## config.mk

```make
export PLATFORM = sky130hd
export DESIGN_NAME = pcs_core
export DESIGN_NICKNAME = d
export VERILOG_FILES = /design/src/core/pcs_pkg.sv /design/src/core/pcs_core.sv
export SDC_FILE = /design/constraint.sdc
export NUM_CORES = 1
export LEC_CHECK = 0
export BUFFER_PORTS_ARGS = -buffer_cell sky130_fd_sc_hd__buf_2
export CORE_ASPECT_RATIO = 0.7
export CORE_UTILIZATION = 30
export CTS_BUF_LIST = sky130_fd_sc_hd__clkbuf_16
export DETAILED_ROUTE_END_ITERATION = 16
export GPL_TIMING_DRIVEN = 1
export PLACE_DENSITY = 0.46
export SYNTH_ARGS = -nofsm -noshare
export SYNTH_HDL_FRONTEND = slang
export SYNTH_SLANG_ARGS = --single-unit
```

## constraint.sdc

```tcl
create_clock -name aclk -period 3.4 [get_ports aclk]
set_clock_uncertainty 0.15 [all_clocks]
set_input_delay 0.34 -clock aclk [delete_from_list [all_inputs] [get_ports aclk]]
set_output_delay 0.34 -clock aclk [all_outputs]
set_load 0.05 [all_outputs]
```

## src/core/pcs_pkg.sv

```systemverilog
// pcs_pkg: constants and carrier types for the program/data address unit.
// assumes one 20 MHz core clock and a synchronous active-low reset.
package pcs_pkg;
	// ****************************************
	// register map, byte addresses
	// ****************************************
	localparam logic [7:0] PCS_OFF_PCL   = 8'h00; // pc_low_byte
	localparam logic [7:0] PCS_OFF_LATCH = 8'h04; // pc_high_latch
	localparam logic [7:0] PCS_OFF_FSP   = 8'h08; // file_select_pointer
	localparam logic [7:0] PCS_OFF_BANK  = 8'h0c; // bank bits
	localparam logic [7:0] PCS_OFF_EFF   = 8'h10; // indirect address, ro
	// register select codes
	localparam logic [2:0] PCS_SEL_PCL   = 3'h0;
	localparam logic [2:0] PCS_SEL_LATCH = 3'h1;
	localparam logic [2:0] PCS_SEL_FSP   = 3'h2;
	localparam logic [2:0] PCS_SEL_BANK  = 3'h3;
	localparam logic [2:0] PCS_SEL_EFF   = 3'h4;
	localparam logic [2:0] PCS_SEL_NONE  = 3'h7;
	// ****************************************
	// field positions, reset and interrupt addresses, port and response codes
	// ****************************************
	localparam int          PCS_IRP_BIT   = 7; // indirect_bank_bit
	localparam int          PCS_RP_LO     = 5; // direct_bank_bits lo
	localparam logic [12:0] PCS_PC_RST    = 13'h0000;
	localparam logic [12:0] PCS_IRQ_VEC   = 13'h0004;
	localparam logic [6:0]  PCS_IND_PORT  = 7'h00; // indirect_data_port
	localparam logic [1:0]  PCS_RESP_OKAY = 2'h0;
	localparam logic [1:0]  PCS_RESP_ERR  = 2'h2;
	// ****************************************
	// carrier types
	// ****************************************
	typedef struct packed {
		logic        direct_jump;     // pulse
		logic        subroutine_jump; // pulse
		logic        irq_branch;      // pulse
		logic        ret;             // any return kind, pulse
		logic        step;            // advance by one
		logic [10:0] target;          // literal from opcode
	} pcs_instr_t;
	typedef struct packed {
		logic       valid;
		logic       we;
		logic [6:0] loc;   // 7-bit location from opcode
		logic [7:0] wdata;
	} pcs_file_t;
	typedef struct packed {
		logic       re;
		logic       we;
		logic [8:0] addr;
		logic [7:0] wdata;
	} pcs_mem_t;
endpackage

```

## src/core/pcs_core.sv

```systemverilog
// pcs_core: program counter, return stack, direct/indirect data addressing.
// assumes the decoder issues at most one flow pulse per cycle and that
// data memory returns read data in the cycle after the registered request.
`timescale 1ns/100ps
`default_nettype none
module pcs_core (
	// clock and reset
	input  wire logic             aclk,
	input  wire logic             aresetn,
	// axi4-lite write address/data/response
	input  wire logic [7:0]       s_awaddr,
	input  wire logic             s_awvalid,
	output logic                  s_awready,
	input  wire logic [31:0]      s_wdata,
	input  wire logic [3:0]       s_wstrb,
	input  wire logic             s_wvalid,
	output logic                  s_wready,
	output logic [1:0]            s_bresp,
	output logic                  s_bvalid,
	input  wire logic             s_bready,
	// axi4-lite read
	input  wire logic [7:0]       s_araddr,
	input  wire logic             s_arvalid,
	output logic                  s_arready,
	output logic [31:0]           s_rdata,
	output logic [1:0]            s_rresp,
	output logic                  s_rvalid,
	input  wire logic             s_rready,
	// decoder side
	input  wire pcs_pkg::pcs_instr_t instr,
	input  wire pcs_pkg::pcs_file_t  file_req,
	output logic [7:0]            file_rdata,
	output logic [12:0]           prog_addr,
	// data memory side
	output pcs_pkg::pcs_mem_t     mem_req,
	input  wire logic [7:0]       mem_rdata
);
	import pcs_pkg::*;

	// ****************************************
	// address decode
	// ****************************************
	// shared by read and write channels
	function automatic logic [2:0] reg_sel(input logic [7:0] a);
		unique case (a)
			PCS_OFF_PCL:   reg_sel = PCS_SEL_PCL;
			PCS_OFF_LATCH: reg_sel = PCS_SEL_LATCH;
			PCS_OFF_FSP:   reg_sel = PCS_SEL_FSP;
			PCS_OFF_BANK:  reg_sel = PCS_SEL_BANK;
			PCS_OFF_EFF:   reg_sel = PCS_SEL_EFF;
			default:       reg_sel = PCS_SEL_NONE;
		endcase
	endfunction

	logic [12:0] pc_r;        // program counter
	logic [7:0]  latch_r;     // pc_high_latch
	logic [7:0]  fsp_r;       // file_select_pointer
	logic        irp_r;       // indirect_bank_bit
	logic [1:0]  rp_r;        // direct_bank_bits
	logic [12:0] stk_r [8];   // return stack
	logic [2:0]  sp_r;        // next free slot, hidden
	logic        aw_got_r;    // address held
	logic [7:0]  aw_addr_r;
	logic        w_got_r;     // data held
	logic [7:0]  w_data_r;    // only the low byte is stored
	logic        w_strb_r;
	logic        wr_fire;     // both halves present
	logic [2:0]  wr_sel;
	logic        pcl_wr;      // software low-byte write
	logic        push;
	logic        pop;
	logic [12:0] stk_top;     // entry a pop returns
	logic [8:0]  ind_addr;    // bank bit plus pointer
	logic        self_ind_r;  // access through port at port
	logic        self_ind_d_r; // same flag, lined up with read data

	// ****************************************
	// axi4-lite write channel
	// ****************************************
	assign s_awready = !aw_got_r;
	assign s_wready  = !w_got_r;
	assign wr_fire   = aw_got_r && w_got_r && !s_bvalid;
	assign wr_sel    = reg_sel(aw_addr_r);

	// hold each half until both are in; either order works
	always_ff @(posedge aclk) begin
		if (!aresetn) begin
			aw_got_r  <= 1'b0;
			aw_addr_r <= 8'h00;
			w_got_r   <= 1'b0;
			w_data_r  <= 8'h00;
			w_strb_r  <= 1'b0;
		end else begin
			if (s_awvalid && s_awready) begin
				aw_got_r  <= 1'b1;
				aw_addr_r <= s_awaddr;
			end else if (wr_fire) begin
				aw_got_r <= 1'b0;
			end
			if (s_wvalid && s_wready) begin
				w_got_r  <= 1'b1;
				w_data_r <= s_wdata[7:0];
				w_strb_r <= s_wstrb[0];
			end else if (wr_fire) begin
				w_got_r <= 1'b0;
			end
		end
	end

	// response one cycle after both halves are held
	always_ff @(posedge aclk) begin
		if (!aresetn) begin
			s_bvalid <= 1'b0;
			s_bresp  <= PCS_RESP_OKAY;
		end else if (wr_fire) begin
			s_bvalid <= 1'b1;
			// unmapped or read-only offsets answer slverr
			s_bresp  <= (wr_sel == PCS_SEL_NONE || wr_sel == PCS_SEL_EFF)
				? PCS_RESP_ERR : PCS_RESP_OKAY;
		end else if (s_bready) begin
			s_bvalid <= 1'b0;
		end
	end

	// ****************************************
	// software-written registers
	// ****************************************
	// byte lane 0 carries every register; other lanes are ignored
	always_ff @(posedge aclk) begin
		if (!aresetn) begin
			latch_r <= 8'h00;
			fsp_r   <= 8'h00;
			irp_r   <= 1'b0;
			rp_r    <= 2'h0;
		end else if (wr_fire && w_strb_r) begin
			unique case (wr_sel)
				PCS_SEL_LATCH: latch_r <= w_data_r;
				PCS_SEL_FSP:   fsp_r <= w_data_r;
				PCS_SEL_BANK: begin
					irp_r <= w_data_r[PCS_IRP_BIT];
					rp_r  <= w_data_r[PCS_RP_LO +: 2];
				end
				default: ;
			endcase
		end
	end

	// ****************************************
	// axi4-lite read channel
	// ****************************************
	assign s_arready = !s_rvalid;

	// upper pc bits and the stack pointer have no read path
	always_ff @(posedge aclk) begin
		if (!aresetn) begin
			s_rvalid <= 1'b0;
			s_rdata  <= 32'h0000_0000;
			s_rresp  <= PCS_RESP_OKAY;
		end else if (s_arvalid && s_arready) begin
			s_rvalid <= 1'b1;
			s_rresp  <= PCS_RESP_OKAY;
			unique case (reg_sel(s_araddr))
				PCS_SEL_PCL:   s_rdata <= {24'h0, pc_r[7:0]};
				PCS_SEL_LATCH: s_rdata <= {24'h0, latch_r};
				PCS_SEL_FSP:   s_rdata <= {24'h0, fsp_r};
				PCS_SEL_BANK:  s_rdata <= {24'h0, irp_r, rp_r, 5'h00};
				PCS_SEL_EFF:   s_rdata <= {23'h0, ind_addr};
				default: begin
					s_rdata <= 32'h0000_0000;
					s_rresp <= PCS_RESP_ERR;
				end
			endcase
		end else if (s_rready) begin
			s_rvalid <= 1'b0;
		end
	end

	// ****************************************
	// program counter
	// ****************************************
	assign push    = instr.irq_branch || instr.subroutine_jump;
	assign pop     = !push && instr.ret;
	assign pcl_wr  = wr_fire && w_strb_r && wr_sel == PCS_SEL_PCL;
	assign stk_top = stk_r[sp_r - 3'd1];
	assign prog_addr = pc_r;

	// jumps, calls, interrupts and returns beat a same-cycle software write; a step loses to it
	always_ff @(posedge aclk) begin
		if (!aresetn) begin
			pc_r <= PCS_PC_RST;
		end else if (instr.irq_branch) begin
			pc_r <= PCS_IRQ_VEC;
		end else if (instr.subroutine_jump || instr.direct_jump) begin
			pc_r <= {latch_r[4:3], instr.target};
		end else if (pop) begin
			pc_r <= stk_top;
		end else if (pcl_wr) begin
			// upper five bits come from the latch, the low byte from the write data
			pc_r <= {latch_r[4:0], w_data_r};
		end else if (instr.step) begin
			pc_r <= pc_r + 13'd1;
		end
	end

	// ****************************************
	// return stack
	// ****************************************
	// pointer wraps freely; no flag is kept for over/underflow
	always_ff @(posedge aclk) begin
		if (!aresetn) begin
			sp_r <= 3'h0;
		end else if (push) begin
			sp_r <= sp_r + 3'd1;
		end else if (pop) begin
			sp_r <= sp_r - 3'd1;
		end
	end

	// storage has no reset; latch is not touched here
	always_ff @(posedge aclk) begin
		if (push) begin
			stk_r[sp_r] <= pc_r;
		end
	end

	// ****************************************
	// data addressing
	// ****************************************
	assign ind_addr = {irp_r, fsp_r};

	// registered request toward data memory
	always_ff @(posedge aclk) begin
		if (!aresetn) begin
			mem_req    <= '0;
			self_ind_r <= 1'b0;
		end else if (file_req.valid && file_req.loc == PCS_IND_PORT) begin
			// no storage at the port; pointer picks the target
			mem_req.addr  <= ind_addr;
			mem_req.wdata <= file_req.wdata;
			// port pointing at itself in any bank stores nothing
			mem_req.we <= file_req.we
				&& fsp_r[6:0] != PCS_IND_PORT;
			mem_req.re <= !file_req.we;
			self_ind_r <= fsp_r[6:0] == PCS_IND_PORT;
		end else if (file_req.valid) begin
			mem_req.addr  <= {rp_r, file_req.loc};
			mem_req.wdata <= file_req.wdata;
			mem_req.we    <= file_req.we;
			mem_req.re    <= !file_req.we;
			self_ind_r    <= 1'b0;
		end else begin
			mem_req.we <= 1'b0;
			mem_req.re <= 1'b0;
			self_ind_r <= 1'b0;
		end
	end

	// data memory answers one cycle after the registered request, so
	// the flag is delayed once more to cover the returned byte
	always_ff @(posedge aclk) begin
		if (!aresetn) begin
			self_ind_d_r <= 1'b0;
		end else begin
			self_ind_d_r <= self_ind_r;
		end
	end

	// self-indirect read is forced to zero
	assign file_rdata = self_ind_d_r ? 8'h00 : mem_rdata;
endmodule // pcs_core
`default_nettype wire

```

# Word level (Yosys, flattened, before mapping)
# Memories as Yosys holds them, arrays and structs flattened.
# Index checks and enable logic that the tools add are counted.
# totals
ff_bits	113
latch_bits	0
ramBits	104
rom_bits	0
inputBits	100
out_inout_bits	81
elab_cells	112
memories	1
# op_classes
n_addsub	3
multipliers	0
div	0
n_lt_le_gt_ge	0
n_eq_ne	17
shift	0
muxes	27
bitwise	1
reduce_logical	40
# mem_list
memory	words	width	rd	rd_clocked_by_memory_dff	write_ports	line	source
stk_r	8	13	1	0	1	pcs_core.sv:60	logic [12:0] stk_r [8];
# op_table
op	n
$mux 13	4
$pmux 9 s5	1
$eq 8x4->1 const B	4
$pmux 3 s5	2
$mux 19	1
$mux 17	1
$eq 8x3->1 const B	2
$eq 8x5->1 const B	2
$logic_not 8->1	2
$mux 3	5
$logic_not 7->1	2
$add 13x1->13 const B	1
$eq 3x2->1 const B	4
$reduce_bool 2->1	6
$logic_and 1x1->1	10
$eq 3x3->1 const B	3
$mux 1	9
$mux 8	1
$reduce_and 2->1	4
$reduce_bool 7->1	1
$eq 3x1->1 const B	2
$logic_not 1->1	6
$logic_not 3->1	2
$mux 2	3
other kinds (8)	10

# Depth between registers and ports, before layout
# logic_depth
depth_word	8
ltp_mapped	10
depth_no_buf	7

# Worst setup path after synthesis
# No wires, ideal clock.
# synth_timing
path_kind	register -> register
from	reg sp_r[0]
to	mem stk_r[0][0] (enable)
setup_time_ns	0.417
t_arrival_ns	2.068
t_required_ns	2.833
setup_slack_ns	0.765
path_stages_with_launch	4
path_buffers	2
synth_period_minus_slack_ns	2.635
cell_sequence	dfxtp_1 -> buf_2 -> buf_1 -> nor4_1
# synth_rtl
item	line	source
start: declaration	pcs_core.sv:61	logic [2:0] sp_r;
start signal: assignment	pcs_core.sv:213	sp_r <= sp_r + 3'd1;
start signal: assignment	pcs_core.sv:215	sp_r <= sp_r - 3'd1;
end: declaration	pcs_core.sv:60	
# Straight into the memory's write port.

# Worst setup path in the final report
# layout_timing
from	reg sp_r[1]
to	reg pc_r[0] (netlist: prog_addr[0])
# layout_between
elab_chain_cells	4
# layout_lines
item	line	source
$sub 3x1->3	pcs_core.sv:184	assign stk_top = stk_r[sp_r - 3'd1];
$mem_v2 8x13	-	
$mux 13	pcs_core.sv:195	end else if (pop) begin
$mux 13	pcs_core.sv:193	end else if (instr.subroutine_jump || instr.direct_jump) begin
end signal: assignment	pcs_core.sv:194	pc_r <= {latch_r[4:3], instr.target};
end signal: assignment	pcs_core.sv:196	pc_r <= stk_top;
end signal: assignment	pcs_core.sv:199	pc_r <= {latch_r[4:0], w_data_r};
end: declaration	pcs_core.sv:55	logic [12:0] pc_r;
# No other way between the ends.
# A chain may end at the register's enable or synchronous reset.

==> impl_metrics.yaml <==
clock_tree:
  h-tree-depth: 4
  cts_setup_buffers: 0
  root_buffer: "clkbuf_16"
  clk_pin_slew_ns: 0.07
  clk_path_buf_depth: 2
  insertion_delay_ns: 0.43
  cts_sinks: 192
  cts_buffers: 17
  cts_tree: "yes"
synthesis:
  ys_warn_count: 0
  synth.ff_latch_count: 192
  ys_seq_area_share_pct: 58.8
  yosys-top-cells-area: "edfxtp_1 38%, dfxtp_1 21%, mux4_2 6.5%"
  syn_inst: 667
  yosysTopAreaCellShare_pct: 37.6
  async_flop_share_pct: 0
  synthMostInstantiatedCell: "edfxtp_1"
  synth_cell_types: 54
  synth_largest_area_cell: "edfxtp_1"
  synth-edff-count: 104
  synth_common_cells: "104 x edfxtp_1, 88 x dfxtp_1, 60 x nand2_1, 45 x nor2b_1, 41 x mux2i_1"
  netlist_area_sq_um: 8300
  syn_area_per_cell_sq_um: 12.4
  synth_flop_cell: "edfxtp_1"
place:
  dp_cells: 1136
  dp_hpwl_mm: 15.6
  dpl_cell_area_sq_um: 9290
  port_buffers: 128
  gp_congestion: 0.820
  pre_cts_slack_ns: 0.810
critical_path:
  cp-startpoint: "sp_r[1]$_SDFFE_PN0P_"
  critical_path_class: "register to register"
  reg2reg_to: "prog_addr[0]$_SDFFE_PP0P_"
  endpoint_kind: "register"
  crit_required_ns: 3.59
  reg2regPathDepth: 7
  reg2reg_slack_ns: 0.95
  arrival_ns: 2.64
  r2r-start: "sp_r[1]$_SDFFE_PN0P_"
  cp_max_fo: 13
  crit_path_start_kind: "register"
sta:
  finalCritPeriodShare_pct: 72.1
  setup_ws_ns: 0.949
  hold_viol: 0
  finalSetupViolCount: 0
  relSlewSlack_pct: 33.9
  tightestPinTransition_ns: 0.990
  slew_violations: 0
  min_period_ns: 2.45
  tns_ns: 0
  rsz0062_at_grt: "false"
  clock.fmax_ghz: 0.408
hold_path:
  hold_depth: 3
  hp-class: "input pin to register"
  min_from: "file_req[3]"
  min_delay_worst_endpoint: "mem_req[3]$_SDFFE_PN0P_"
global_routing:
  antenna_found_initial: 0
  gr-total-overflow: 0
  grt_max_degree: 78
  track_usage_pct: 16.1
  grt_pass1_vias: 5607
  grt_pass1_wl_mm: 33.9
power:
  power_density_nw_per_um2: 533
  switchingPower_mw: 1.46
  p_leak_nw: 3.79
  p_comb_share_pct: 13.9
  p_seq_share_pct: 49.5
  switching_share_pct: 27.5
  intPower_mw: 3.85
  p_clk_share_pct: 36.6
  p_total_mw: 5.32
  vdd_drop_max_v: 0.000324
die:
  dieArea_sq_um: 28300
  die_w_um: 201
  num_io_pins: 181
  rows: 50
  die_y_um: 141
  core_area_sq_um: 27000
  start_util_pct: 30.8
detailed_routing:
  drt-wirelength-per-cell_um: 18.9
  ant_nets: 0
  first_pass_iters: 5
  drt_iter0_drc: 361
  drt-total-wl_mm: 22.3
  drc: 0
  via_per_inst: 4.80
  vias: 5654
layout:
  synthToLayoutAreaGrowth_pct: 20.1
  diodes: 0
  stdcell_area_sq_um: 9970
  drive_above_1_share_pct: 26.1
  num-nets-final: 905
  fillerInstances: 2641
  final_cells: 1179
flow_run:
  cap_viol_max_count: 0
status:
  outcome: "finished, final reports clean"
==> sequential cells by signal, summed over array words and instances, names as in the netlist, 3 cells and up <==
register and count:
stk_r 104, mem_req 19, prog_addr 13, s_rdata 9, aw_addr_r 8, fsp_r 8, latch_r 8, w_data_r 8
sp_r 3
==> how the worst max path moves through the flow <==
stage / depth (start not counted) / end / slack (ns)
floorplan: 3 / stk_r[0][0]$_DFFE_PP_ / 0.76
global placement: 6 / prog_addr[0]$_SDFFE_PP0P_ / 0.84
detailed placement: 6 / prog_addr[0]$_SDFFE_PP0P_ / 0.81
CTS: 7 / prog_addr[0]$_SDFFE_PP0P_ / 0.94
global route: 7 / prog_addr[0]$_SDFFE_PP0P_ / 0.79
finish: 7 / prog_addr[0]$_SDFFE_PP0P_ / 0.95
==> cells in the final DEF, fill, tap and decap left out, types with 4 or more instances in the layout <==
cell and count:
buf_2 128, edfxtp_1 104, dfxtp_1 87, nand2_1 60
nor2b_1 45, mux2i_1 41, o21ai_0 30, conb_1 25
mux4_2 24, a21oi_1 21, clkbuf_16 19, nor2_1 16
buf_4 16, a21boi_0 15, nand3_1 12, a22oi_1 12
nor3_1 11, o221ai_1 11, dlygate4sd3_1 11, xnor2_1 10
a31oi_1 10, inv_1 8, a21o_1 8, and2_1 8
inv_6 7, o211ai_1 6, xor2_1 5, o211a_1 5
a221oi_1 5, and3_1 4
==> kinds of logic (layout without fill, tap and decap cells) <==
logic type                 count (synthesis)  after routing  share of synthesized area [%]
AOI/OAI and AO/OA                        132            132                           10.8
xor gates and xnor gates                  15             15                           1.58
adders and majority gates                  4              4                          0.573
buffers and inverters                     72            196                           4.66
DFF                                      192            192                           58.8
muxes                                     66             66                           11.6
other                                      1             25                         0.0452
and+or+nand+nor                          185            185                           11.9
==> power groups by stage <==
stage	clock, mW	combinational (mW)	sequential, mW
5_1_grt	2.10	0.789	2.65
2_1_floorplan	0	0.449	2.75
3_5_place_dp	0	0.734	2.69
3_3_place_gp	0	0.724	2.68
6_report	1.95	0.737	2.63
4_1_cts	2.01	0.747	2.63
==> worst max-delay path: stages (launching register included) <==
cell	delay [ns]
dfxtp_1	0.47
inv_1	0.10
ha_1	0.23
xnor2_1	0.28
nor2b_2	0.66
a32oi_1	0.17
o211a_1	0.15
o22ai_1	0.15
==> cell type report <==
class | instances | area, sq um | share of cell area [%]
flip-flops and latches | 192 | 4890 | 49.0
multi-input cells | 427 | 3130 | 31.4
repair buffers | 156 | 891 | 8.94
clock buffers | 19 | 475 | 4.77
well taps | 364 | 455 | 4.57
clock inverters | 13 | 95.1 | 0.954
inverters | 8 | 30.0 | 0.301
==> stage by stage <==
stage               util [%]  hold WS, ns
floorplan                  -        0.262
global placement        34.4        0.267
detailed placement      34.4        0.273
CTS                     37.0    0.0000288
global route            37.0       0.0113
finish                  37.0       0.0185
==> what timing repair did <==
action,in CTS,in global routing
hold endpoints to repair,10,0
hold buffers,11,0
gates resized for setup,0,0
==> per-layer routing <==
layer / global-route usage, % / vias to the layer above / wire length, um
li1: - / 2714 / -
met1: 23.8 / 2788 / 11400
met2: 23.3 / 138 / 9700
met3: 4.09 / 14 / 1060
met4: 3.90 / 0 / 170
met5: 0 / - / 0
(Power assumes the default switching activity.)
